File: src/mfrs_pkg.sv
// package: register map, option codes, reaction types for the fault reaction selector
package mfrs_pkg;
    // object indices as seen by the fieldbus host
    localparam logic [15:0] IDX_DEV_ACTION = 16'h3700;
    localparam logic [15:0] IDX_LIM_ACTION = 16'h3701;
    localparam logic [15:0] IDX_HW_INFO = 16'h4012;
    localparam logic [15:0] IDX_HW_CONFIG = 16'h4013;
    localparam logic [7:0] SUB_COUNT = 8'h00;
    localparam logic [7:0] SUB_FIRST = 8'h01;
    localparam logic [7:0] HW_INFO_SUBS = 8'h01;
    localparam logic [7:0] HW_CONFIG_SUBS = 8'h01;
    // reset values
    localparam logic [15:0] DEV_ACTION_RST = 16'hffff;
    localparam logic [15:0] LIM_ACTION_RST = 16'hffff;
    localparam logic [31:0] HW_CONFIG_RST = 32'h00000000;
    // option codes
    localparam logic [15:0] OPT_NONE = 16'hffff;
    localparam logic [15:0] OPT_FREE = 16'h0000;
    localparam logic [15:0] OPT_SLOW = 16'h0001;
    localparam logic [15:0] OPT_QUICK = 16'h0002;
    localparam logic [15:0] OPT_SLOW_QSA = 16'h0005;
    localparam logic [15:0] OPT_QUICK_QSA = 16'h0006;
    // status and control word bit positions
    localparam int STAT_WARN_BIT = 7;
    localparam int CTRL_QSTOP_BIT = 2;

    typedef enum logic [1:0] {
        MFRS_RAMP_NONE,
        MFRS_RAMP_FREE,
        MFRS_RAMP_SLOW,
        MFRS_RAMP_QUICK
    } mfrs_ramp_t;

    typedef enum logic [1:0] {
        MFRS_NEXT_STAY,
        MFRS_NEXT_SW_ON_DIS,
        MFRS_NEXT_QSTOP_ACT
    } mfrs_next_t;

    // reaction handed to the ramp generators and drive state machine
    typedef struct packed {
        mfrs_ramp_t ramp;
        mfrs_next_t next;
        logic keep_energized;
        logic invalid;
    } mfrs_react_t;

    // object access request from the fieldbus host
    typedef struct packed {
        logic rd;
        logic wr;
        logic [15:0] index;
        logic [7:0] subindex;
        logic [31:0] wdata;
    } mfrs_req_t;
endpackage

File: src/mfrs_decode.sv
// option code decoder: maps a code to a stopping reaction
`timescale 1ns/1ns
`default_nettype none
module mfrs_decode (
    input wire logic [15:0] code,
    input wire logic limit_table,
    output mfrs_pkg::mfrs_react_t react
);
    // table lookup; codes outside the table give a harmless invalid reaction
    always_comb begin
        react = '{mfrs_pkg::MFRS_RAMP_NONE, mfrs_pkg::MFRS_NEXT_STAY, 1'b0, 1'b1};
        if (!limit_table) begin
            case (code)
                mfrs_pkg::OPT_FREE: begin
                    react = '{mfrs_pkg::MFRS_RAMP_FREE, mfrs_pkg::MFRS_NEXT_STAY,
                              1'b0, 1'b0};
                end
                mfrs_pkg::OPT_SLOW: begin
                    react = '{mfrs_pkg::MFRS_RAMP_SLOW, mfrs_pkg::MFRS_NEXT_STAY,
                              1'b0, 1'b0};
                end
                mfrs_pkg::OPT_QUICK: begin
                    react = '{mfrs_pkg::MFRS_RAMP_QUICK, mfrs_pkg::MFRS_NEXT_STAY,
                              1'b0, 1'b0};
                end
                default: begin
                end
            endcase
        end else begin
            case (code)
                mfrs_pkg::OPT_NONE: begin
                    react = '{mfrs_pkg::MFRS_RAMP_NONE, mfrs_pkg::MFRS_NEXT_STAY,
                              1'b1, 1'b0};
                end
                mfrs_pkg::OPT_SLOW: begin
                    react = '{mfrs_pkg::MFRS_RAMP_SLOW, mfrs_pkg::MFRS_NEXT_SW_ON_DIS,
                              1'b0, 1'b0};
                end
                mfrs_pkg::OPT_QUICK: begin
                    react = '{mfrs_pkg::MFRS_RAMP_QUICK, mfrs_pkg::MFRS_NEXT_SW_ON_DIS,
                              1'b0, 1'b0};
                end
                mfrs_pkg::OPT_SLOW_QSA: begin
                    react = '{mfrs_pkg::MFRS_RAMP_SLOW, mfrs_pkg::MFRS_NEXT_QSTOP_ACT,
                              1'b1, 1'b0};
                end
                mfrs_pkg::OPT_QUICK_QSA: begin
                    react = '{mfrs_pkg::MFRS_RAMP_QUICK, mfrs_pkg::MFRS_NEXT_QSTOP_ACT,
                              1'b1, 1'b0};
                end
                default: begin
                end
            endcase
        end
    end
endmodule
`default_nettype wire

File: src/mfrs_top.sv
// fault reaction selector: option objects, event latching and reaction output
//
// How it works
// a following or slippage error triggers the deviation option code action unless a limit event rises in the same cycle.
// deviation code 0 frees the motor, drive function disabled.
// deviation code 1 brakes on the mode-dependent slow-down ramp.
// deviation code 2 brakes on the quick-stop ramp.
// limit switch passed sets status warning bit 7 and runs limit action, both in the same cycle.
// limit code -1 takes no stopping action, so homing continues.
// limit code 1 brakes slow-down, then goes to switch-on-disabled.
// limit code 2 brakes quick-stop, then goes to switch-on-disabled.
// limit code 5 brakes slow-down, enters quick-stop-active, stays energized.
// limit code 6 brakes quick-stop, enters quick-stop-active, stays energized.
// entering quick-stop-active leaves control word quick-stop bit untouched.
// host returns to operation-enabled by writing quick-stop bit 0 then 1.
// memory size object reports eeprom bytes, zero when none fitted.
// reserved option codes are invalid and cause no stopping action.
`timescale 1ns/1ns
`default_nettype none
module mfrs_top #(
    parameter int EEPROM_BYTES_W = 32
) (
    input wire logic sys_clk,
    input wire logic rst_n,
    input wire mfrs_pkg::mfrs_req_t req,
    output logic ack,
    output logic err,
    output logic [31:0] rdata,
    input wire logic deviation_err,
    input wire logic limit_passed,
    input wire logic eeprom_present,
    input wire logic [EEPROM_BYTES_W-1:0] eeprom_bytes,
    input wire logic [15:0] ctrl_word_in,
    output logic [15:0] ctrl_word_out,
    input wire logic [15:0] status_in,
    output logic [15:0] status_out,
    input wire logic warn_clear,
    output logic react_valid,
    output mfrs_pkg::mfrs_react_t react,
    output logic [31:0] hw_config
);
    // event inputs come from pins: two-stage synchronisers
    logic [1:0] ev_s1_q, ev_s1_d, ev_s2_q, ev_s2_d, ev_s3_q, ev_s3_d;
    logic [15:0] dev_code_q, dev_code_d, lim_code_q, lim_code_d;
    logic [31:0] hw_cfg_q, hw_cfg_d, rdata_q, rdata_d;
    logic ack_q, ack_d, err_q, err_d, warn_q, warn_d, valid_q, valid_d;
    mfrs_pkg::mfrs_react_t react_q, react_d, dev_react, lim_react;
    logic dev_rise, lim_rise;

    // next values of the synchroniser chain
    always_comb begin
        ev_s1_d = {limit_passed, deviation_err};
        ev_s2_d = ev_s1_q;
        ev_s3_d = ev_s2_q;
    end

    // synchroniser registers
    always_ff @(posedge sys_clk or negedge rst_n) begin
        if (!rst_n) begin
            ev_s1_q <= 2'h0;
            ev_s2_q <= 2'h0;
            ev_s3_q <= 2'h0;
        end else begin
            ev_s1_q <= ev_s1_d;
            ev_s2_q <= ev_s2_d;
            ev_s3_q <= ev_s3_d;
        end
    end

    assign dev_rise = ev_s2_q[0] & ~ev_s3_q[0];
    assign lim_rise = ev_s2_q[1] & ~ev_s3_q[1];

    // code decoders for both tables
    mfrs_decode u_dev_dec (
        .code(dev_code_q),
        .limit_table(1'b0),
        .react(dev_react)
    );
    mfrs_decode u_lim_dec (
        .code(lim_code_q),
        .limit_table(1'b1),
        .react(lim_react)
    );

    // object access, warning flag and reaction selection
    always_comb begin
        dev_code_d = dev_code_q;
        lim_code_d = lim_code_q;
        hw_cfg_d = hw_cfg_q;
        rdata_d = rdata_q;
        ack_d = 1'b0;
        err_d = 1'b0;
        warn_d = warn_q;
        valid_d = 1'b0;
        react_d = react_q;
        if (req.wr) begin
            ack_d = 1'b1;
            if (req.index == mfrs_pkg::IDX_DEV_ACTION && req.subindex == mfrs_pkg::SUB_COUNT) begin
                dev_code_d = req.wdata[15:0];
            end else if (req.index == mfrs_pkg::IDX_LIM_ACTION &&
                         req.subindex == mfrs_pkg::SUB_COUNT) begin
                lim_code_d = req.wdata[15:0];
            end else if (req.index == mfrs_pkg::IDX_HW_CONFIG &&
                         req.subindex == mfrs_pkg::SUB_FIRST) begin
                hw_cfg_d = req.wdata;
            end else begin
                err_d = 1'b1;
            end
        end else if (req.rd) begin
            ack_d = 1'b1;
            rdata_d = 32'h00000000;
            case (req.index)
                mfrs_pkg::IDX_DEV_ACTION: rdata_d = {{16{dev_code_q[15]}}, dev_code_q};
                mfrs_pkg::IDX_LIM_ACTION: rdata_d = {{16{lim_code_q[15]}}, lim_code_q};
                mfrs_pkg::IDX_HW_INFO: begin
                    if (req.subindex == mfrs_pkg::SUB_COUNT) begin
                        rdata_d = {24'h000000, mfrs_pkg::HW_INFO_SUBS};
                    end else if (req.subindex == mfrs_pkg::SUB_FIRST) begin
                        rdata_d = eeprom_present ? 32'(eeprom_bytes) : 32'h00000000;
                    end else begin
                        err_d = 1'b1;
                    end
                end
                mfrs_pkg::IDX_HW_CONFIG: begin
                    if (req.subindex == mfrs_pkg::SUB_COUNT) begin
                        rdata_d = {24'h000000, mfrs_pkg::HW_CONFIG_SUBS};
                    end else if (req.subindex == mfrs_pkg::SUB_FIRST) begin
                        rdata_d = hw_cfg_q;
                    end else begin
                        err_d = 1'b1;
                    end
                end
                default: err_d = 1'b1;
            endcase
        end
        // clear of the warning loses to a new limit event
        if (warn_clear) begin
            warn_d = 1'b0;
        end
        if (lim_rise) begin
            warn_d = 1'b1;
            react_d = lim_react;
            valid_d = ~lim_react.invalid;
        end else if (dev_rise) begin
            react_d = dev_react;
            valid_d = ~dev_react.invalid;
        end
    end

    // object and reaction registers
    always_ff @(posedge sys_clk or negedge rst_n) begin
        if (!rst_n) begin
            dev_code_q <= mfrs_pkg::DEV_ACTION_RST;
            lim_code_q <= mfrs_pkg::LIM_ACTION_RST;
            hw_cfg_q <= mfrs_pkg::HW_CONFIG_RST;
            rdata_q <= 32'h00000000;
            ack_q <= 1'b0;
            err_q <= 1'b0;
            warn_q <= 1'b0;
            valid_q <= 1'b0;
            react_q <= '{mfrs_pkg::MFRS_RAMP_NONE, mfrs_pkg::MFRS_NEXT_STAY, 1'b0, 1'b0};
        end else begin
            dev_code_q <= dev_code_d;
            lim_code_q <= lim_code_d;
            hw_cfg_q <= hw_cfg_d;
            rdata_q <= rdata_d;
            ack_q <= ack_d;
            err_q <= err_d;
            warn_q <= warn_d;
            valid_q <= valid_d;
            react_q <= react_d;
        end
    end

    assign ack = ack_q;
    assign err = err_q;
    assign rdata = rdata_q;
    assign react_valid = valid_q;
    assign react = react_q;
    assign hw_config = hw_cfg_q;
    // quick-stop bit passes through untouched; host toggles it 0 then 1 itself
    assign ctrl_word_out = ctrl_word_in;
    // warning bit merged into the drive status word
    always_comb begin
        status_out = status_in;
        status_out[mfrs_pkg::STAT_WARN_BIT] = warn_q;
    end

    // checks
    property p_lim_warn;
        @(posedge sys_clk) disable iff (!rst_n) lim_rise |=> warn_q;
    endproperty
    a_lim_warn: assert property (p_lim_warn) else $error("warning not set");

    property p_dev_react;
        @(posedge sys_clk) disable iff (!rst_n)
            (dev_rise && !lim_rise && !dev_react.invalid)
                |=> (valid_q && react_q == $past(dev_react));
    endproperty
    a_dev_react: assert property (p_dev_react) else $error("deviation reaction lost");

    property p_dev_free;
        @(posedge sys_clk) disable iff (!rst_n)
            (dev_rise && !lim_rise && dev_code_q == mfrs_pkg::OPT_FREE)
                |=> react_q.ramp == mfrs_pkg::MFRS_RAMP_FREE;
    endproperty
    a_dev_free: assert property (p_dev_free) else $error("code 0 not free");

    property p_dev_quick;
        @(posedge sys_clk) disable iff (!rst_n)
            (dev_rise && !lim_rise && dev_code_q == mfrs_pkg::OPT_QUICK)
                |=> react_q.ramp == mfrs_pkg::MFRS_RAMP_QUICK;
    endproperty
    a_dev_quick: assert property (p_dev_quick) else $error("code 2 not quick");

    property p_lim_qsa;
        @(posedge sys_clk) disable iff (!rst_n)
            (lim_rise && lim_code_q == mfrs_pkg::OPT_QUICK_QSA)
                |=> (react_q.next == mfrs_pkg::MFRS_NEXT_QSTOP_ACT && react_q.keep_energized);
    endproperty
    a_lim_qsa: assert property (p_lim_qsa) else $error("code 6 wrong");

    property p_lim_none;
        @(posedge sys_clk) disable iff (!rst_n)
            (lim_rise && lim_code_q == mfrs_pkg::OPT_NONE)
                |=> react_q.ramp == mfrs_pkg::MFRS_RAMP_NONE;
    endproperty
    a_lim_none: assert property (p_lim_none) else $error("code -1 acted");

    property p_invalid;
        @(posedge sys_clk) disable iff (!rst_n) valid_q |-> !react_q.invalid;
    endproperty
    a_invalid: assert property (p_invalid) else $error("reserved code acted");

    property p_ctrl;
        @(posedge sys_clk) disable iff (!rst_n)
            ctrl_word_out[mfrs_pkg::CTRL_QSTOP_BIT] == ctrl_word_in[mfrs_pkg::CTRL_QSTOP_BIT];
    endproperty
    a_ctrl: assert property (p_ctrl) else $error("quick-stop bit altered");

    property p_dev_slow;
        @(posedge sys_clk) disable iff (!rst_n)
            (dev_rise && !lim_rise && dev_code_q == mfrs_pkg::OPT_SLOW)
                |=> react_q.ramp == mfrs_pkg::MFRS_RAMP_SLOW;
    endproperty
    a_dev_slow: assert property (p_dev_slow) else $error("code 1 not slow");

    property p_lim_sw_off;
        @(posedge sys_clk) disable iff (!rst_n)
            (lim_rise && (lim_code_q == mfrs_pkg::OPT_SLOW ||
                          lim_code_q == mfrs_pkg::OPT_QUICK))
                |=> (react_q.next == mfrs_pkg::MFRS_NEXT_SW_ON_DIS && valid_q);
    endproperty
    a_lim_sw_off: assert property (p_lim_sw_off) else $error("no switch-on-disabled");

    property p_lim_slow_qsa;
        @(posedge sys_clk) disable iff (!rst_n)
            (lim_rise && lim_code_q == mfrs_pkg::OPT_SLOW_QSA)
                |=> (react_q.ramp == mfrs_pkg::MFRS_RAMP_SLOW &&
                     react_q.next == mfrs_pkg::MFRS_NEXT_QSTOP_ACT && react_q.keep_energized);
    endproperty
    a_lim_slow_qsa: assert property (p_lim_slow_qsa) else $error("code 5 wrong");

    property p_mem_none;
        @(posedge sys_clk) disable iff (!rst_n)
            (req.rd && !req.wr && req.index == mfrs_pkg::IDX_HW_INFO &&
             req.subindex == mfrs_pkg::SUB_FIRST && !eeprom_present)
                |=> rdata_q == 32'h00000000;
    endproperty
    a_mem_none: assert property (p_mem_none) else $error("size without eeprom");
endmodule
`default_nettype wire

File: config.mk
export PLATFORM = sky130hd
export DESIGN_NAME = mfrs_top
export DESIGN_NICKNAME = d
export VERILOG_FILES = /design/src/mfrs_pkg.sv /design/src/mfrs_decode.sv /design/src/mfrs_top.sv
export SDC_FILE = /design/constraint.sdc
export NUM_CORES = 1
export LEC_CHECK = 0
export BUFFER_PORTS_ARGS = -buffer_cell sky130_fd_sc_hd__buf_4
export CORE_MARGIN = 2
export CORE_UTILIZATION = 49
export DETAILED_ROUTE_END_ITERATION = 7
export PLACE_DENSITY_LB_ADDON = 0.15
export SLEW_MARGIN = 20
export SYNTH_ARGS = -nofsm -noshare
export SYNTH_HDL_FRONTEND = slang
export SYNTH_SLANG_ARGS = --single-unit
File: constraint.sdc
create_clock -name sys_clk -period 1.78 [get_ports sys_clk]
set_input_delay 0.267 -clock sys_clk [delete_from_list [all_inputs] [get_ports sys_clk]]
set_output_delay 0.267 -clock sys_clk [all_outputs]
set_load 0.05 [all_outputs]
Word-level counts from Yosys, hierarchy flattened
Cells that the tools add are included.
{"block": "word_totals", "mem_bits_rw": 0, "mem_count": 0, "wordCells": 73, "inputBits": 128, "ff_bits": 112, "output_inout_bits": 105, "rom_bits": 0, "latchBits": 0}
{"block": "classes", "n_eq_ne": 12, "bitwise": 9, "div": 0, "shifts": 0, "n_lt_le_gt_ge": 0, "multipliers": 0, "addsub": 0, "n_reduce_logical": 13, "mux": 24}
{"op": "2-to-1 mux 32 bit", "n": 5}
{"op": "one-hot mux 32 bit (4 select lines)", "n": 1}
{"op": "== test 16 x 1 -> 1 bit (second input constant)", "n": 2}
{"op": "== test 16 x 14 -> 1 bit (second input constant)", "n": 2}
{"op": "== test 16 x 15 -> 1 bit (second input constant)", "n": 2}
{"op": "== test 16 x 2 -> 1 bit (second input constant)", "n": 2}
{"op": "== test 16 x 3 -> 1 bit (second input constant)", "n": 2}
{"op": "one-hot mux 6 bit (5 select lines)", "n": 1}
{"op": "one-hot mux 6 bit (3 select lines)", "n": 1}
{"op": "== test 16 bit (second input constant)", "n": 1}
{"op": "logical NOT 16 bit", "n": 1}
{"op": "2-to-1 mux 1 bit", "n": 13}
{"op": "2-to-1 mux 6 bit", "n": 2}
{"op": "== test 8 x 1 -> 1 bit (second input constant)", "n": 1}
{"op": "logical NOT 8 bit", "n": 1}
{"op": "inverter 1 bit", "n": 7}
{"op": "AND reduction 2 bit", "n": 2}
{"op": "AND reduction 4 bit", "n": 1}
{"op": "nonzero test 2 bit", "n": 2}
{"op": "OR reduction 2 bit", "n": 2}
{"op": "logical AND 1 bit", "n": 3}
{"op": "AND reduction 3 bit", "n": 1}
{"op": "AND 1 bit", "n": 2}
{"op": "one-hot mux 1 bit (2 select lines)", "n": 1}

Depth between registers and ports, before layout
{"block": "logic_depth", "ltp_word": 6, "mapped_depth": 6, "depth_no_buf": 4}

By module
A second synthesis with hierarchy kept.
{"block": "unflattened", "cells_unflattened": 490, "area_unflattened_um2": 5763.0}
{"mod": "mfrs_top", "area_each_um2": 5365.1, "seq_area_each_um2": 2842.7, "instances": 1, "cells_per_inst": 440}
{"mod": "mfrs_decode", "area_each_um2": 198.9, "seq_area_each_um2": 0.0, "instances": 2, "cells_per_inst": 25}

Worst setup path before layout
Ideal clock, no wire load.
{"block": "synth_path", "path_type": "input-to-reg", "from": "input req[47] (netlist name)", "to": "register dev_code_q[10]", "slack_ns": -0.393, "n_path_buf": 2, "setup_time_ns": 0.085, "required_time_ns": 1.695, "stages": 6, "arrival_time_ns": 2.089, "cell_sequence": "or4_4 -> nor4_4 -> and4bb_1 -> buf_4 -> buf_6 -> mux2_1"}
{"block": "synth_between", "elab_chain_len": 3}
{"item": "start: declaration", "line_no": "mfrs_top.sv:25", "rtl": "input wire mfrs_pkg::mfrs_req_t req,"}
{"item": "== test 16 x 14 -> 1 bit", "line_no": "mfrs_top.sv:98", "rtl": "if (req.index == mfrs_pkg::IDX_DEV_ACTION && req.subindex == mfrs_pkg::SUB_COUNT) begin"}
{"item": "logical AND 1 bit", "line_no": "mfrs_top.sv:98"}
{"item": "AND reduction 2 bit (no source line)"}
{"item": "end signal: assignment", "line_no": "mfrs_top.sv:153", "rtl": "dev_code_q <= mfrs_pkg::DEV_ACTION_RST;"}
{"item": "end signal: assignment", "line_no": "mfrs_top.sv:163", "rtl": "dev_code_q <= dev_code_d;"}
{"item": "end: declaration", "line_no": "mfrs_top.sv:44", "rtl": "logic [15:0] dev_code_q, dev_code_d, lim_code_q, lim_code_d;"}
No other way between the ends.
A chain may end at the register's enable or synchronous reset.

Final worst setup path
{"block": "layout_path", "from": "input req[49] (netlist name)", "to": "register hw_cfg_q[28] (netlist: hw_config[28])"}
{"block": "layout_between", "elab_chain_len": 4, "word_cells_on_any_way": 9, "cone_classes": "eq/ne: 3; bitwise: 2; reduce/logical: 4"}
{"item": "== test 16 x 14 -> 1 bit, on equally long branches", "line_no": "mfrs_top.sv:100, mfrs_top.sv:98"}
{"item": "logical AND 1 bit, on equally long branches", "line_no": "mfrs_top.sv:100, mfrs_top.sv:98"}
{"item": "inverter 1 bit (no source line)"}
{"item": "AND reduction 4 bit (no source line) (*)"}
{"item": "end signal: assignment", "line_no": "mfrs_top.sv:155", "rtl": "hw_cfg_q <= mfrs_pkg::HW_CONFIG_RST;"}
{"item": "end signal: assignment", "line_no": "mfrs_top.sv:165", "rtl": "hw_cfg_q <= hw_cfg_d;"}
{"item": "end: declaration", "line_no": "mfrs_top.sv:45", "rtl": "logic [31:0] hw_cfg_q, hw_cfg_d, rdata_q, rdata_d;"}
Every way passes the cells marked *; elsewhere a longest branch is shown, timed or not.

==> reports/summary.txt <==
Maximum fanout along the worst path: 16
Number of synthesized flops with an enable pin: 0
Clk pwr share: 37.9%
Switch share: 25.72%
MaxCap Viol Count: 0
CP endpoint kind: flip-flop
Cell depth of the worst flop-to-flop path: 4
Minimum clock period: 1778 ps
Syn avg cell area: 11.07 um^2
Endpoints failing setup: 0
Nets: 796
Most used cell, CP: buf_6
Most common cell after layout, fill and taps aside: buf_4
Clock Skew: 7.523 ps
Worst-path cell chain: buf_6 > or4b_4 > nor4_4 > nand4_1 > buf_6 > buf_12 > mux2_4
Worst Hold Depth: 1
Max transition margin: 71.76%
Worst Hold Margin: 21.03 ps
Die footprint: 12610 um^2
Die Y: 112.3 um
Arrival time of the worst setup path: 2010 ps
Worst setup SP type: input port
Total GRT Usage: 26.85%
Crit Path Class: input port to flip-flop
Final Total Pwr: 5.395 mW
Clock Latency Late Sink: 350 ps
Antenna diode count: 0
Netlist cell types: 50
DRC viols: 0
Status: finished, final reports clean
CTS sink cnt: 112
Fmax: 0.5623 GHz
Gate Count Post-Synth: 519
Final non-filler cell total: 816
Worst VDD drop: 0.0006863 V
Worst setup slack after placement: -443.1 ps
IO Pins: 233
Worst-margin pin slew: 423.6 ps
Seq pwr share: 48.9%
PwrDens: 690.4 nW/um^2
Vias per cell: 5.975
Setup WS post-layout: 1.641 ps
Comb power frac: 13.2%
Yosys warnings: 0
Worst path max stage delay: 540 ps
IO buf count: 169
Vias post-DR: 4876
Total grt overflow: 0
Switch Pwr: 1.388 mW
Initial antenna violation count: 0
Final wirelength: 17.19 mm
Core ar.: 11420 um^2
Synthesized netlist net count: 647
Fillers: 907
Cells after DPL: 790
RSZ-0062 raised after global routing: true
Max stage delay cell, worst path: or4b_4
Post-synthesis sequential area ratio: 49.48%
Largest net degree at the start of global routing: 36
CTS tree: done
CTS H-tree depth: 3
Required @ worst endpoint: 2010 ps
Initial DRC count: 275
Synth Flop Type: dfrtp_1
Remaining antenna violation count: 0
DR pass1 iterations: 5
Leakage power: 3.761 nW
Global-route wire length before repair: 26.79 mm
Hold Violations, Final: 0
Total CTS buffers: 9
Post-Route Setup TNS: 0 ps
Starting density of the core: 50.32%
Gp weighted congestion: 0.8562
Clock root buffer: clkbuf_16
Fin crit share: 99.91%
Post-DP HPWL: 11.73 mm
Die Wd: 112.3 um
Layout cells sized above 1: 48.74%
Hold Path Class: input port to flip-flop
Share of flip-flops with an asynchronous set or reset: 100.0%
DR WL/cell: 21.06 um
Area Growth Syn to Fin: 36.02%
Synth Register Bits: 112
Commonest non-fill, non-tap cells in the layout: 190 x buf_4, 80 x dfrtp_1, 50 x mux2_4
Row count: 39
Clock Pin Slew Worst Setup and Hold Paths: 70 ps
Power Internal: 4.007 mW
Vias in the first global route: 5113
Slew Limit Fails: 0
Deepest clock path buffer count: 2
Cell Area, Synth: 5746 um^2
==> worst paths after layout <==
path | to | slack, ps | startpoint
min | ev_s1_q[0] | 20 | deviation_err
max reg2reg | react[1] | 200 | lim_code_q[14]
min reg2reg | ev_s2_q[0] | 360 | ev_s1_q[0]
max | hw_config[28] | 2 | req[49]
min in group asynchronous | warn_q | 390 | rst_n
max in group asynchronous | dev_code_q[5] | 750 | rst_n
==> logic make-up after synthesis <==
family	share of synthesized area [%]
xor+xnor	0.3049
mux	15.68
flops	49.48
simple gates	16.92
compound gates	10.13
buf+inv	7.491
==> cells in the mapped netlist (9+ instances only) <==
| cell type | count | area, um^2 |
|---|---|---|
| mux2_2 | 9 | 101.4 |
| dfstp_2 | 32 | 840.8 |
| nor2_1 | 21 | 78.83 |
| and2_1 | 32 | 200.2 |
| buf_4 | 34 | 255.2 |
| nand4_1 | 34 | 212.7 |
| o21ai_1 | 18 | 90.09 |
| dfrtp_1 | 80 | 2002 |
| clkbuf_1 | 24 | 90.09 |
| mux2_1 | 71 | 799.5 |
| and3_1 | 17 | 106.4 |
| nand2_1 | 11 | 41.29 |
| a31oi_1 | 32 | 200.2 |
| a32oi_1 | 18 | 157.7 |
| a21oi_1 | 16 | 80.08 |
==> metal layers <==
layer / GRT usage [%] / wire length [um] / vias up
met5: 0 / 0 / -
met4: 9.268 / 337 / 0
met3: 5.778 / 1117 / 36
met2: 44.86 / 8649 / 213
met1: 34.87 / 7080 / 2441
li1: - / - / 2186
==> power groups by stage <==
stage / Combinational (mW) / Clock [mW] / Sequential, mW
3_3_place_gp: 0.696 / 0 / 2.68
4_1_cts: 0.712 / 2.07 / 2.64
6_report: 0.712 / 2.04 / 2.64
2_1_floorplan: 0.333 / 0 / 2.85
5_1_grt: 0.759 / 2.17 / 2.65
3_5_place_dp: 0.704 / 0 / 2.69
==> stage by stage <==
stage               instance area, um^2  util [%]
floorplan                          5927         -
CTS                                7660     67.08
finish                             7815     68.44
detailed placement                 7224     63.27
global placement                   7224     63.27
global route                       7815     68.44
==> state kept, by name, indices dropped and copies added (netlist names) <==
register     flops
ack              1
warn_q           1
hw_config       32
react            6
rdata           32
ev_s2_q          2
react_valid      1
lim_code_q      16
ev_s1_q          2
err              1
ev_s3_q          2
dev_code_q      16
==> worst max-delay path: cells and delay by family <==
kind | cells | cell delay, ps
muxes | 1 | 310
and+or+nand+nor | 3 | 1000
buffers and inverters | 3 | 430
==> final cells by class <==
| cell class | count | area [um^2] | share of cell area (%) |
|---|---|---|---|
| Sequential cell | 112 | 2843 | 36.38 |
| Multi-Input combinational cell | 333 | 2720 | 34.81 |
| Timing Repair Buffer | 208 | 1755 | 22.46 |
| Clock buffer | 13 | 281.5 | 3.602 |
| Tap cell | 143 | 178.9 | 2.289 |
| Clock inverter | 3 | 21.27 | 0.2722 |
| Inverter | 4 | 15.01 | 0.1921 |
==> what timing repair did <==
item / in CTS / in global routing
pin swaps: 1 / 1
hold endpoints to repair: 18 / 0
hold buffers: 1 / 0
cloned: 1 / 4
setup endpoints to repair: 68 / 68
setup buffers: 2 / 3
resized for setup: 22 / 19
(Power assumes the default switching activity.)
